===== config.mk =====
export PLATFORM = sky130hd
export DESIGN_NAME = buck_fault_and_power_good_supervisor
export DESIGN_NICKNAME = d
export VERILOG_FILES = /design/src/design/buck_sup_pkg.sv /design/src/design/buck_fault_and_power_good_supervisor.sv /design/src/design/sync3.sv /design/src/design/good_filter.sv
export SDC_FILE = /design/constraint.sdc
export NUM_CORES = 1
export LEC_CHECK = 0
export BUFFER_PORTS_ARGS = -buffer_cell sky130_fd_sc_hd__buf_2
export CAP_MARGIN = 20
export CELL_PAD_IN_SITES_DETAIL_PLACEMENT = 1
export CELL_PAD_IN_SITES_GLOBAL_PLACEMENT = 1
export CORE_UTILIZATION = 52
export DETAILED_ROUTE_END_ITERATION = 10
export GPL_ROUTABILITY_DRIVEN = 0
export PLACE_DENSITY_LB_ADDON = 0.1
export SLEW_MARGIN = 25
export SYNTH_ARGS = -nofsm -noshare
export SYNTH_HDL_FRONTEND = slang
export SYNTH_HIERARCHICAL = 1
export SYNTH_SLANG_ARGS = --single-unit

===== constraint.sdc =====
create_clock -name ref_clk -period 15.95 [get_ports ref_clk]
set_clock_uncertainty 0.1 [all_clocks]
set_input_delay 3.19 -clock ref_clk [delete_from_list [all_inputs] [get_ports ref_clk]]
set_output_delay 3.19 -clock ref_clk [all_outputs]
set_load 0.01 [all_outputs]

===== src/design/buck_sup_pkg.sv =====
// shared constants and types of the four-channel buck supervisor
// assumes one 20 MHz clock; analog comparator levels arrive unsynchronised
package buck_sup_pkg;

    // ********************
    // timing
    // ********************
    localparam int CLK_MHZ      = 20;
    localparam int CLK_NS       = 50;
    localparam int SS_BASE_US   = 2000;  // shortest soft-start period
    localparam int PG_VALID_US  = 1000;  // good flag must hold this long
    localparam int PG_FALL_NS   = 50000; // low output must persist this long
    localparam int SS_BASE_CYC  = SS_BASE_US * CLK_MHZ;
    localparam int PG_VALID_CYC = PG_VALID_US * CLK_MHZ;
    localparam int PG_FALL_CYC  = (PG_FALL_NS + CLK_NS - 1) / CLK_NS;
    localparam int NOM_PER_CYC  = 20;    // nominal switching period

    // ********************
    // counts
    // ********************
    localparam logic [3:0] OC_LIMIT   = 4'hF;
    localparam logic [2:0] HICCUP_SS  = 3'h7;
    localparam logic [2:0] SC_RETRIES = 3'h7;

    // ********************
    // register map
    // ********************
    localparam logic [7:0]  CFG_ADDR      = 8'h00;
    localparam logic [7:0]  STAT_ADDR     = 8'h04;
    localparam int          CFG_HIC_BIT   = 0;
    localparam int          CFG_SCL_BIT   = 1;
    localparam int          CFG_OVL_BIT   = 2;
    localparam int          CFG_PGSEL_LSB = 4;
    localparam int          CFG_SS_LSB    = 8;
    localparam logic [31:0] CFG_MASK      = 32'h0000_FFF7;
    localparam logic [31:0] CFG_RESET     = 32'h0000_0011;

    typedef enum logic [2:0] {CH_OFF, CH_SOFT, CH_RUN, CH_HICCUP, CH_LATCH} ch_mode_t;

    // comparator and pin levels from outside the clock domain
    typedef struct packed {
        logic [3:0] channel_enable_pin;
        logic [3:0] fb_half_low;     // feedback_sense below one half
        logic [3:0] fb_quarter_low;  // feedback_sense below one quarter
        logic [3:0] max_duty;
        logic [3:0] duty_high;
        logic [3:0] pwm_end;
        logic [3:0] peak_limit;      // overcurrent_protection threshold
        logic [3:0] ov_trip;         // output above 124 percent
        logic [3:0] good_above;      // output above 90.5 percent
        logic [3:0] good_below;      // output below 87.2 percent
        logic [3:0] supply_low_lockout;
        logic       over_temp;
    } ana_t;

    typedef struct packed {
        logic [7:0]  addr;
        logic [31:0] wdata;
        logic        wr;
        logic        rd;
    } bus_req_t;

    typedef struct packed {
        ch_mode_t    mode;
        logic        first_ss;
        logic        oc_seen;
        logic        oc_hit;
        logic [17:0] ss_cnt;
        logic [2:0]  hic_cnt;
        logic [2:0]  retry;
        logic [3:0]  oc_cnt;
        logic [4:0]  sw_cnt;
        logic [1:0]  fold_cnt;
        logic [1:0]  skip_cnt;
        logic        hs;
        logic        ls;
        logic        ss_req;
    } ch_t;

    typedef struct packed {
        logic        good;
        logic [9:0]  fall_cnt;
        logic [14:0] hold_cnt;
        logic        valid;
    } pgf_t;

endpackage : buck_sup_pkg


===== src/design/buck_fault_and_power_good_supervisor.sv =====
// fault handling, foldback and power-good supervision for four bucks
// assumes comparator levels in; options sit in a config register
//
// Summary of operation
// RULE1 - feedback below half target halves that channel's switching rate
// RULE2 - feedback below quarter target runs the channel at quarter rate
// RULE3 - at maximum duty every second pulse is dropped
// RULE4 - beyond maximum duty two of every three pulses are dropped
// RULE5 - peak limit turns high side off, low side on for the cycle
// RULE6 - each overcurrent event counts; overflow past 15 turns both gates off
// RULE7 - hiccup lasts seven soft-start periods, then a new soft start begins
// RULE8 - clean restart returns to normal, faulty one re-enters hiccup
// RULE9 - no overflow action during the first soft start after enable
// RULE10 - one option enables hiccup for all; foldback stays without it
// RULE11 - short-circuit latch-off after seven failed restarts in a row
// RULE12 - latched channel waits for enable low or supply lockout
// RULE13 - short-circuit latch-off does nothing while hiccup is disabled
// RULE14 - overvoltage latch-off option latches a channel at 124 percent
// RULE15 - supply lockout turns channel off; release soft starts if enabled
// RULE16 - lockout on channel one holds every other channel off
// RULE17 - good flag sets above 90.5 percent, clears after 50 us below 87.2
// RULE18 - power-good pin is the AND of selected good flags
// RULE19 - flags count after 1 ms high; any drop pulls the pin low at once
// RULE20 - selection of monitored channels is static; default is channel one
// RULE21 - over-temperature turns all channels off until it releases
// RULE22 - leaving over-temperature soft starts every enabled channel that is not latched off
// RULE23 - soft-start period per channel is 2, 4 or 8 ms
// RULE24 - comparator levels are synchronised before any logic uses them
// RULE25 - fault counter clears after a clean soft start or when disabled
`timescale 1ns/1ps
module buck_fault_and_power_good_supervisor import buck_sup_pkg::*; #(
    parameter int SS_CYC    = SS_BASE_CYC,
    parameter int VALID_CYC = PG_VALID_CYC
) (
    input  wire logic        ref_clk,
    input  wire logic        rst,
    input  wire ana_t        ana_raw,
    input  wire bus_req_t    bus,
    output logic      [31:0] rd_data,
    output logic      [3:0]  hs_gate,
    output logic      [3:0]  ls_gate,
    output logic      [3:0]  soft_start_req,
    input  wire logic        power_good_in,
    output logic             power_good_out,
    output logic             power_good_oe
);

    // ********************
    // state and local constants
    // ********************
    typedef struct packed {
        ch_t [3:0]   ch;
        logic [31:0] cfg;
        logic [31:0] rd;
        logic        pg_oe;
        logic [2:0]  pg_pin;  // pin level, three-stage sampled
    } top_t;

    localparam logic [4:0]  PER_LAST = 5'(NOM_PER_CYC - 1);
    localparam logic [17:0] SS_BASE  = 18'(SS_CYC);

    top_t q, d;
    ana_t a;
    logic [3:0] good;
    logic [3:0] valid;

    // last soft-start count for a two-bit selection
    function automatic logic [17:0] ss_last(input logic [1:0] sel);
        logic [17:0] len;
        len = SS_BASE;
        case (sel)
            2'h0: len = SS_BASE;
            2'h1: len = SS_BASE << 1;
            default: len = SS_BASE << 2;
        endcase
        return len - 18'h00001;  // RULE23
    endfunction : ss_last

    // true for modes in which the stage switches
    function automatic logic switching(input ch_mode_t m);
        return (m == CH_SOFT) || (m == CH_RUN);
    endfunction : switching

    // ********************
    // input synchronisation and good flags
    // ********************
    // comparator levels cross into the clock domain first
    sync3 #(
        .W ($bits(ana_t))
    ) u_sync (
        .ref_clk (ref_clk),
        .rst     (rst),
        .din     (ana_raw),
        .dout    (a)  // RULE24
    );

    genvar g;
    generate
        for (g = 0; g < 4; g++) begin : g_ch
            good_filter #(
                .VALID_CYC (VALID_CYC)
            ) u_good (
                .ref_clk (ref_clk),
                .rst     (rst),
                .above   (a.good_above[g]),
                .below   (a.good_below[g]),
                .good    (good[g]),
                .valid   (valid[g])
            );
            assign hs_gate[g]        = q.ch[g].hs;
            assign ls_gate[g]        = q.ch[g].ls;
            assign soft_start_req[g] = q.ch[g].ss_req;
        end
    endgenerate

    // ********************
    // next state
    // ********************
    always_comb begin
        ch_t         c;
        ch_t         n;
        logic        hic_en;
        logic        scl_en;
        logic        ovl_en;
        logic        run_ok;
        logic        oc_ev;
        logic        ovf;
        logic        ss_end;
        logic        fail;
        logic [1:0]  fold_last;
        logic [1:0]  skip_last;
        logic [1:0]  sel;
        logic [17:0] last;
        logic [3:0]  pg_sel;
        c         = '0;
        n         = '0;
        oc_ev     = 1'b0;
        ovf       = 1'b0;
        ss_end    = 1'b0;
        fail      = 1'b0;
        fold_last = 2'h0;
        skip_last = 2'h0;
        sel       = 2'h0;
        last      = '0;
        run_ok    = 1'b0;
        d         = q;
        hic_en    = q.cfg[CFG_HIC_BIT];
        scl_en    = q.cfg[CFG_SCL_BIT] & hic_en;  // RULE13
        ovl_en    = q.cfg[CFG_OVL_BIT];
        pg_sel    = q.cfg[CFG_PGSEL_LSB +: 4];
        d.pg_pin  = {q.pg_pin[1:0], power_good_in};

        for (int i = 0; i < 4; i++) begin
            c    = q.ch[i];
            n    = c;
            sel  = q.cfg[CFG_SS_LSB + 2*i +: 2];
            last = ss_last(sel);
            // channel one lockout outranks the others; heat stops all
            run_ok = a.channel_enable_pin[i] && !a.supply_low_lockout[i]
                     && !((i != 0) && a.supply_low_lockout[0])  // RULE16
                     && !a.over_temp;                           // RULE21

            // pulse timing: one count per clock
            oc_ev = 1'b0;
            if (switching(c.mode)) begin
                // a peak while the high side conducts ends the pulse
                if (c.hs && (a.peak_limit[i] || a.pwm_end[i])) begin
                    n.hs = 1'b0;  // RULE5
                    n.ls = 1'b1;  // RULE5
                end
                if (c.hs && a.peak_limit[i] && !c.oc_hit) begin
                    oc_ev    = 1'b1;
                    n.oc_hit = 1'b1;
                end
                if (a.fb_quarter_low[i]) begin
                    fold_last = 2'h3;  // RULE2
                end else if (a.fb_half_low[i]) begin
                    fold_last = 2'h1;  // RULE1
                end else begin
                    fold_last = 2'h0;
                end
                if (a.duty_high[i]) begin
                    skip_last = 2'h2;  // RULE4
                end else if (a.max_duty[i]) begin
                    skip_last = 2'h1;  // RULE3
                end else begin
                    skip_last = 2'h0;
                end
                if (c.sw_cnt == PER_LAST) begin
                    n.sw_cnt = '0;
                    n.hs     = 1'b0;
                    n.ls     = 1'b1;
                    if (c.fold_cnt >= fold_last) begin
                        n.fold_cnt = '0;
                        if (c.skip_cnt >= skip_last) begin
                            n.skip_cnt = '0;
                            n.hs       = 1'b1;
                            n.ls       = 1'b0;
                            n.oc_hit   = 1'b0;
                        end else begin
                            n.skip_cnt = c.skip_cnt + 2'h1;  // RULE3
                        end
                    end else begin
                        n.fold_cnt = c.fold_cnt + 2'h1;  // RULE1
                    end
                end else begin
                    n.sw_cnt = c.sw_cnt + 5'h01;
                end
            end

            // counter saturates with hiccup off; foldback still acts
            ovf = oc_ev && (c.oc_cnt == OC_LIMIT) && hic_en;  // RULE10
            if (oc_ev && (c.oc_cnt != OC_LIMIT)) begin
                n.oc_cnt = c.oc_cnt + 4'h1;  // RULE6
            end
            ss_end = (c.ss_cnt == last);

            if (c.mode == CH_LATCH) begin
                // only a fresh enable or supply lockout frees it
                if (!a.channel_enable_pin[i] || a.supply_low_lockout[i]) begin
                    n.mode = CH_OFF;  // RULE12
                end
            end else if (!run_ok) begin
                n.mode   = CH_OFF;  // RULE15
                n.oc_cnt = '0;      // RULE25
                n.retry  = '0;
            end else begin
                case (c.mode)
                    CH_OFF: begin
                        n.mode     = CH_SOFT;  // RULE22
                        n.first_ss = 1'b1;     // RULE15
                        n.ss_cnt   = '0;
                        n.oc_seen  = 1'b0;
                        n.sw_cnt   = PER_LAST;
                    end
                    CH_SOFT: begin
                        n.ss_cnt  = c.ss_cnt + 18'h00001;
                        n.oc_seen = c.oc_seen | oc_ev;
                        // first start after enable never trips on overload
                        fail = !c.first_ss && hic_en  // RULE9
                               && (ovf || (ss_end && (c.oc_seen || oc_ev)));
                        if (ovl_en && a.ov_trip[i]) begin
                            n.mode = CH_LATCH;  // RULE14
                        end else if (fail) begin
                            if (scl_en && (c.retry == SC_RETRIES - 3'h1)) begin
                                n.mode = CH_LATCH;  // RULE11
                            end else begin
                                n.mode    = CH_HICCUP;  // RULE8
                                n.retry   = c.retry + 3'h1;
                                n.ss_cnt  = '0;
                                n.hic_cnt = '0;
                                n.oc_cnt  = '0;
                            end
                        end else if (ss_end) begin
                            n.mode     = CH_RUN;  // RULE8
                            n.first_ss = 1'b0;
                            n.oc_cnt   = '0;      // RULE25
                            n.retry    = '0;
                        end
                    end
                    CH_RUN: begin
                        if (ovl_en && a.ov_trip[i]) begin
                            n.mode = CH_LATCH;  // RULE14
                        end else if (ovf) begin
                            n.mode    = CH_HICCUP;  // RULE6
                            n.ss_cnt  = '0;
                            n.hic_cnt = '0;
                            n.oc_cnt  = '0;
                        end
                    end
                    CH_HICCUP: begin
                        // wait seven soft-start periods with both gates off
                        if (ss_end) begin
                            n.ss_cnt = '0;
                            if (c.hic_cnt == HICCUP_SS - 3'h1) begin
                                n.mode    = CH_SOFT;  // RULE7
                                n.oc_seen = 1'b0;
                                n.sw_cnt  = PER_LAST;
                            end else begin
                                n.hic_cnt = c.hic_cnt + 3'h1;  // RULE7
                            end
                        end else begin
                            n.ss_cnt = c.ss_cnt + 18'h00001;
                        end
                    end
                    default: begin
                        n.mode = CH_OFF;
                    end
                endcase
            end

            // outside switching modes the stage is fully off
            if (!switching(n.mode)) begin
                n.hs       = 1'b0;  // RULE6
                n.ls       = 1'b0;
                n.fold_cnt = '0;
                n.skip_cnt = '0;
                n.oc_hit   = 1'b0;
            end
            n.ss_req = (n.mode == CH_SOFT);
            d.ch[i]  = n;
        end

        // ********************
        // power-good pin
        // ********************
        // a dropped flag clears valid at once, so the pin falls next clock
        d.pg_oe = ~(&(valid | ~pg_sel));  // RULE18 RULE19 RULE20

        // ********************
        // register port
        // ********************
        d.rd = '0;
        if (bus.wr && (bus.addr == CFG_ADDR)) begin
            d.cfg = bus.wdata & CFG_MASK;  // RULE20
        end
        if (bus.rd) begin
            case (bus.addr)
                CFG_ADDR: d.rd = q.cfg;
                STAT_ADDR: begin
                    for (int i = 0; i < 4; i++) begin
                        d.rd[i]      = good[i];
                        d.rd[4 + i]  = (q.ch[i].mode == CH_LATCH);
                        d.rd[8 + i]  = (q.ch[i].mode == CH_HICCUP);
                        d.rd[12 + i] = (q.ch[i].mode == CH_RUN);
                    end
                    d.rd[16] = a.over_temp;
                    d.rd[17] = q.pg_pin[2];
                    d.rd[18] = a.supply_low_lockout[0];
                end
                default: d.rd = '0;  // unmapped reads return zero
            endcase
        end
    end

    // ********************
    // state register
    // ********************
    // reset: gates off, power-good pulled low
    always_ff @(posedge ref_clk or posedge rst) begin
        if (rst) begin
            q       <= '0;
            q.cfg   <= CFG_RESET;
            q.pg_oe <= 1'b1;
        end else begin
            q <= d;
        end
    end

    // open drain: only ever drives low
    assign rd_data        = q.rd;
    assign power_good_oe  = q.pg_oe;
    assign power_good_out = 1'b0;

endmodule : buck_fault_and_power_good_supervisor


===== src/design/sync3.sv =====
// three-stage synchroniser for a bus of slow levels
// assumes each bit is a level held for several clocks
`timescale 1ns/1ps
module sync3 import buck_sup_pkg::*; #(
    parameter int W = 1
) (
    input  wire logic         ref_clk,
    input  wire logic         rst,
    input  wire logic [W-1:0] din,
    output logic      [W-1:0] dout
);
    typedef struct packed {
        logic [W-1:0] s1;
        logic [W-1:0] s2;
        logic [W-1:0] s3;
        logic [W-1:0] val;
    } sync_t;

    sync_t q, d;

    // a bit changes only once stages two and three agree
    always_comb begin
        d    = q;
        d.s1 = din;
        d.s2 = q.s1;
        d.s3 = q.s2;
        for (int b = 0; b < W; b++) begin
            if (q.s2[b] == q.s3[b]) begin
                d.val[b] = q.s3[b];
            end
        end
    end

    always_ff @(posedge ref_clk or posedge rst) begin
        if (rst) begin
            q <= '0;
        end else begin
            q <= d;
        end
    end

    assign dout = q.val;
endmodule : sync3


===== src/design/good_filter.sv =====
// per-channel good flag with fall deglitch and rise validation
// assumes synchronised comparator levels on the same clock
`timescale 1ns/1ps
module good_filter import buck_sup_pkg::*; #(
    parameter int VALID_CYC = PG_VALID_CYC
) (
    input  wire logic ref_clk,
    input  wire logic rst,
    input  wire logic above,
    input  wire logic below,
    output logic      good,
    output logic      valid
);
    localparam logic [14:0] VALID_LAST = 15'(VALID_CYC - 1);
    localparam logic [9:0]  FALL_LAST  = 10'(PG_FALL_CYC);

    pgf_t q, d;

    // set above the high mark, clear after a long low spell
    always_comb begin
        d = q;
        if (above) begin
            d.good     = 1'b1;  // RULE17
            d.fall_cnt = '0;
        end else if (below && q.good) begin
            if (q.fall_cnt == FALL_LAST) begin
                d.good     = 1'b0;  // RULE17
                d.fall_cnt = '0;
            end else begin
                d.fall_cnt = q.fall_cnt + 10'h001;
            end
        end else begin
            d.fall_cnt = '0;
        end
        // validation restarts from zero on any drop
        if (!d.good) begin
            d.hold_cnt = '0;
            d.valid    = 1'b0;  // RULE19
        end else if (q.hold_cnt == VALID_LAST) begin
            d.valid = 1'b1;     // RULE19
        end else begin
            d.hold_cnt = q.hold_cnt + 15'h0001;
        end
    end

    always_ff @(posedge ref_clk or posedge rst) begin
        if (rst) begin
            q <= '0;
        end else begin
            q <= d;
        end
    end

    assign good  = q.good;
    assign valid = q.valid;
endmodule : good_filter


Word level (Yosys, flattened, before mapping)
Index checks and enable logic that the tools add are counted.
{"block": "totals", "register_bits": 523, "input_bits": 90, "output_inout_bits": 46, "elab_cells": 823}
{"block": "op_classes", "add_sub_neg": 40, "n_lt_le_gt_ge": 8, "eq_ne": 186, "mux": 294, "n_bitwise": 12, "n_reduce_logical": 159}
{"op": "$pmux W18 S4", "n": 4}
{"op": "$mux W21", "n": 12}
{"op": "$mux W28", "n": 8}
{"op": "$mux W3", "n": 52}
{"op": "$pmux W18 S2", "n": 4}
{"op": "$ne A2 B2 Y1 const B", "n": 54}
{"op": "$mux W11", "n": 8}
{"op": "$mux W7", "n": 12}
{"op": "$mux W10", "n": 8}
{"op": "$mux W4", "n": 20}
{"op": "$mux W5", "n": 16}
{"op": "$add A18 B1 Y18 const B", "n": 4}
{"op": "$eq A18 B18 Y1", "n": 4}
{"op": "$mux W18", "n": 4}
{"op": "$sub A18 B1 Y18 const B", "n": 4}
{"op": "$mux W1", "n": 68}
{"op": "$mux W16", "n": 4}
{"op": "$mux W2", "n": 32}
{"op": "$add A15 B1 Y15 const B", "n": 4}
{"op": "$eq A15 B15 Y1 const B", "n": 4}
{"op": "$logic_and A1 B1 Y1", "n": 60}
{"op": "$mux W15", "n": 4}
{"op": "$reduce_and A5 Y1", "n": 12}
{"op": "$mux W6", "n": 8}
{"op": "47 further kinds", "n": 289}

Logic depth before layout (Yosys ltp)
{"block": "logic_depth", "ltp_word": 17, "depth_mapped": 13, "ltp_nobuf": 11}

Modules after synthesis
The synthesis kept the hierarchy.
{"mod": "buck_fault_and_power_good_supervisor", "n_inst": 1, "cells_each": 1496, "area_each_um2": 13162.6, "seq_area_each_um2": 5559.1}
{"mod": "sync3", "n_inst": 1, "cells_each": 271, "area_each_um2": 5352.6, "seq_area_each_um2": 4504.3}
{"mod": "good_filter (g_ch[1].u_good ...)", "n_inst": 3, "cells_each": 136, "area_each_um2": 1346.3, "seq_area_each_um2": 675.6}
{"mod": "good_filter (g_ch[0].u_good)", "n_inst": 1, "cells_each": 135, "area_each_um2": 1340.0, "seq_area_each_um2": 675.6}

Least setup slack after synthesis
No wires, ideal clock.
{"block": "synth_timing", "path_type": "input to register", "start": "input port bus[39] (netlist bit)", "end": "register q[37] (netlist name)", "setup_ps": 125, "t_arrival_ps": 4416, "required_time_ps": 15725, "path_slack_ps": 11309, "stages": 4, "n_path_buf": 1, "cell_sequence": "nor4_1 nand4b_1 clkbuf_1 mux2_2"}
{"item": "start: declaration", "line": "buck_fault_and_power_good_supervisor.sv:38", "text": "input wire bus_req_t bus,"}

==> impl_metrics.tcl <==
set metrics [dict create \
    status "complete, no violations" \
    rsz0062_at_grt "false" \
    start_util 0.527 \
    clk_pin_slew_ns 0.06 \
    clock_sinks 510 \
    synth.distinct_cells 87 \
    synth_area_leaders "dfrtp_1 (53%), nor2_1 (3.8%), ha_1 (3.1%)" \
    cts_max_path_buffers 3 \
    htreeDepth 2 \
    antenna_found_initial 0 \
    syn_to_final_growth_pct 9.11 \
    clock_tree.root_cell "clkbuf_16" \
    slew_headroom 0.269 \
    worstPathArrival_ns 5.12 \
    rr_worst_depth 9 \
    p_leak_uw 0.0114 \
    die-area_sq_um 46800 \
    hold_path.class "register to register" \
    dp_hpwl_mm 38.4 \
    grt.total_usage 0.247 \
    synth_warnings 6 \
    fmax_mhz 210 \
    post-route-min-period_ns 4.75 \
    yosysMostFrequentCell "dfrtp_1" \
    rr_endpoint "q[147]$_DFFE_PP0P_" \
    slowest_delay_ns 0.83 \
    rows 78 \
    whs_ns 0.242 \
    synth-seq-cells 510 \
    finalWirelength_mm 56.0 \
    setup_tns_ns 0 \
    grt_start_max_net_pins 98 \
    worstSkewPairLatency_ns 0.60 \
    drv_slew 0 \
    cp_top_family "simple AND/OR/NAND/NOR gates" \
    drcViolationCount 0 \
    die_h_microns 216 \
    synthCells 2310 \
    dr.first_iter.drc_count 863 \
    pin_count 136 \
    path_cells "buf_2 -> nor4_1 -> nand4b_1 -> mux2_2" \
    period_share 0.298 \
    die_w_microns 216 \
    setup_viol 0 \
    finalHoldViolCount 0 \
    synthesis.area_sq_um 23900 \
    synthArstFlopShare 1.00 \
    firstDrtPassIters 4 \
    wl_per_cell_microns 18.8 \
    setup.worst_path.class "primary input to register" \
    post_cts_resized 0 \
    max_cap_violations 0 \
    crit_cells 4 \
    yosysSeqAreaShare 0.534 \
    start_kind "primary input" \
    overflow 0 \
    power_density_nw_per_um2 118 \
    ys.flop_type "dfrtp_1" \
    reg2reg_setup_slack_ns 12.01 \
    vias 17200 \
    max-vdd-ir-drop_mv 0.103 \
    worst_slew_pin_slew_ns 1.09 \
    synth-edff-count 0 \
    r2r_start "q[46]$_DFFE_PP0P_" \
    cp_num_buf_inv 1 \
    holdBufCountCts 0 \
    cp_max_fo 15 \
    ys_top_cells_by_count "dfrtp_1 (507), nor2_1 (241), nand2_1 (187)" \
    grt_pass1_vias 18500 \
    detail-route-antenna-nets 0 \
    setup.worst_path.end_class "register" \
    post-cts-setup-buffers 0 \
    cts_buffers 54 \
    cts_tree "built" \
    cp.required_ns 16.32 \
    nNetsFinal 2486 \
    io_buffers 104 \
    vias_per_cell 5.77 \
    drive_gt1_frac 0.131 \
    grt_pass1_wl_mm 94.4 \
    core_sq_um 45400 \
    startpoint "bus[39]" \
    yosysTopAreaCell "dfrtp_1" \
    cp-endpoint "q[38]$_DFFE_PP0P_" \
    synth_top_area_frac 0.531 \
    cpMaxStageDelayCell "nand4b_1" \
    avgSynthCellArea_sq_um 10.3 \
]
-- cell type report --
type,instances,area [sq um]
clock buffers,75,1520
diodes,1,2.50
fillers,4944,19300
inverters,78,308
clock inverters,23,226
flip-flops and latches,510,12800
well taps,600,751
repair buffers,110,573
multi-input cells,1582,9920
-- worst register-to-register path, cell delays in order (launching register included) --
cell and delay, ns:
dfrtp_1 0.50, or2_2 0.36, ha_1 0.31, xor2_1 0.15, o2111ai_1 0.22, nor3_1 0.93, o22a_1 0.80, nor2_1 0.12
o21ai_0 0.18, o21ai_0 0.12
-- report_power, final --
part | switching, uW | total [uW] | leakage [uW] | internal (uW)
Sequential | 120 | 1510 | 0.00653 | 1390
Clock | 513 | 1240 | 0.000864 | 729
Combinational | 188 | 322 | 0.00396 | 135
-- routing by layer --
layer	vias up	GRT usage	share of wire
met4	0	0.0791	0.024
li1	8064	-	-
met3	94	0.0413	0.041
met1	8778	0.332	0.45
met5	-	0	0
met2	257	0.409	0.48
-- sequential cells by signal (all words and copies together), names as in the netlist --
| name | cells |
|---|---|
| q | 188 |
| g_ch.u_good/q | 100 |
| u_sync/d | 90 |
| u_sync/dout | 45 |
| u_sync/q | 45 |
| rd_data | 19 |
| g_ch.u_good/good | 4 |
| g_ch.u_good/valid | 4 |
| hs_gate | 4 |
| ls_gate | 4 |
| soft_start_req | 4 |
| d | 2 |
| power_good_oe | 1 |
-- worst min path at each step --
stage                                  from                endpoint  slack (ns)  depth (start not counted)
global placement    u_sync/d[109]$_DFF_PP0_  u_sync/d[64]$_DFF_PP0_        0.23                          0
floorplan                    d[1]$_DFF_PP0_          d[2]$_DFF_PP0_        0.23                          0
finish              u_sync/d[101]$_DFF_PP0_  u_sync/d[56]$_DFF_PP0_        0.24                          0
CTS                 u_sync/d[101]$_DFF_PP0_  u_sync/d[56]$_DFF_PP0_        0.25                          0
global route                 d[1]$_DFF_PP0_          d[2]$_DFF_PP0_        0.24                          0
detailed placement  u_sync/d[101]$_DFF_PP0_  u_sync/d[56]$_DFF_PP0_        0.24                          0
-- per-stage QoR --
stage	util	power (uW)	setup WS [ns]	instance area (sq um)	cells
after floorplan	-	1760	6.59	23900	2323
after global placement	0.536	1820	10.67	24300	2880
after detailed placement	0.536	1850	10.57	24300	2880
after CTS	0.574	3110	11.17	26100	2978
after global routing	0.574	3220	11.02	26100	2978
final	0.574	3080	11.20	26100	2979
-- cell usage in the layout, fill, tap and decap left out, types with 29 or more instances in the layout --
cell / instances
dfrtp_1: 507
a31oi_1: 34
nand4_1: 37
ha_1: 60
and3_1: 37
a21oi_1: 80
nand3_1: 101
nor2b_1: 29
nand2b_1: 54
nor2_1: 241
o21ai_0: 127
nor3_1: 72
xnor2_1: 64
inv_1: 72
buf_2: 104
nand2_1: 187
xor2_1: 44
clkbuf_16: 55
maj3_2: 45
-- kinds of logic (layout without fill, tap and decap cells) --
| kind of cell | count (synthesis) | after routing | share of synthesized area |
|---|---|---|---|
| simple gates | 924 | 924 | 0.197 |
| buf+inv | 231 | 286 | 0.0525 |
| mux | 41 | 41 | 0.0183 |
| fa+ha+maj | 105 | 105 | 0.0526 |
| xor+xnor | 108 | 108 | 0.0396 |
| compound gates | 390 | 390 | 0.105 |
| other cells | 1 | 15 | 0.000157 |
| flops | 510 | 510 | 0.534 |
No activity file was read; power rests on OpenSTA's default activity.
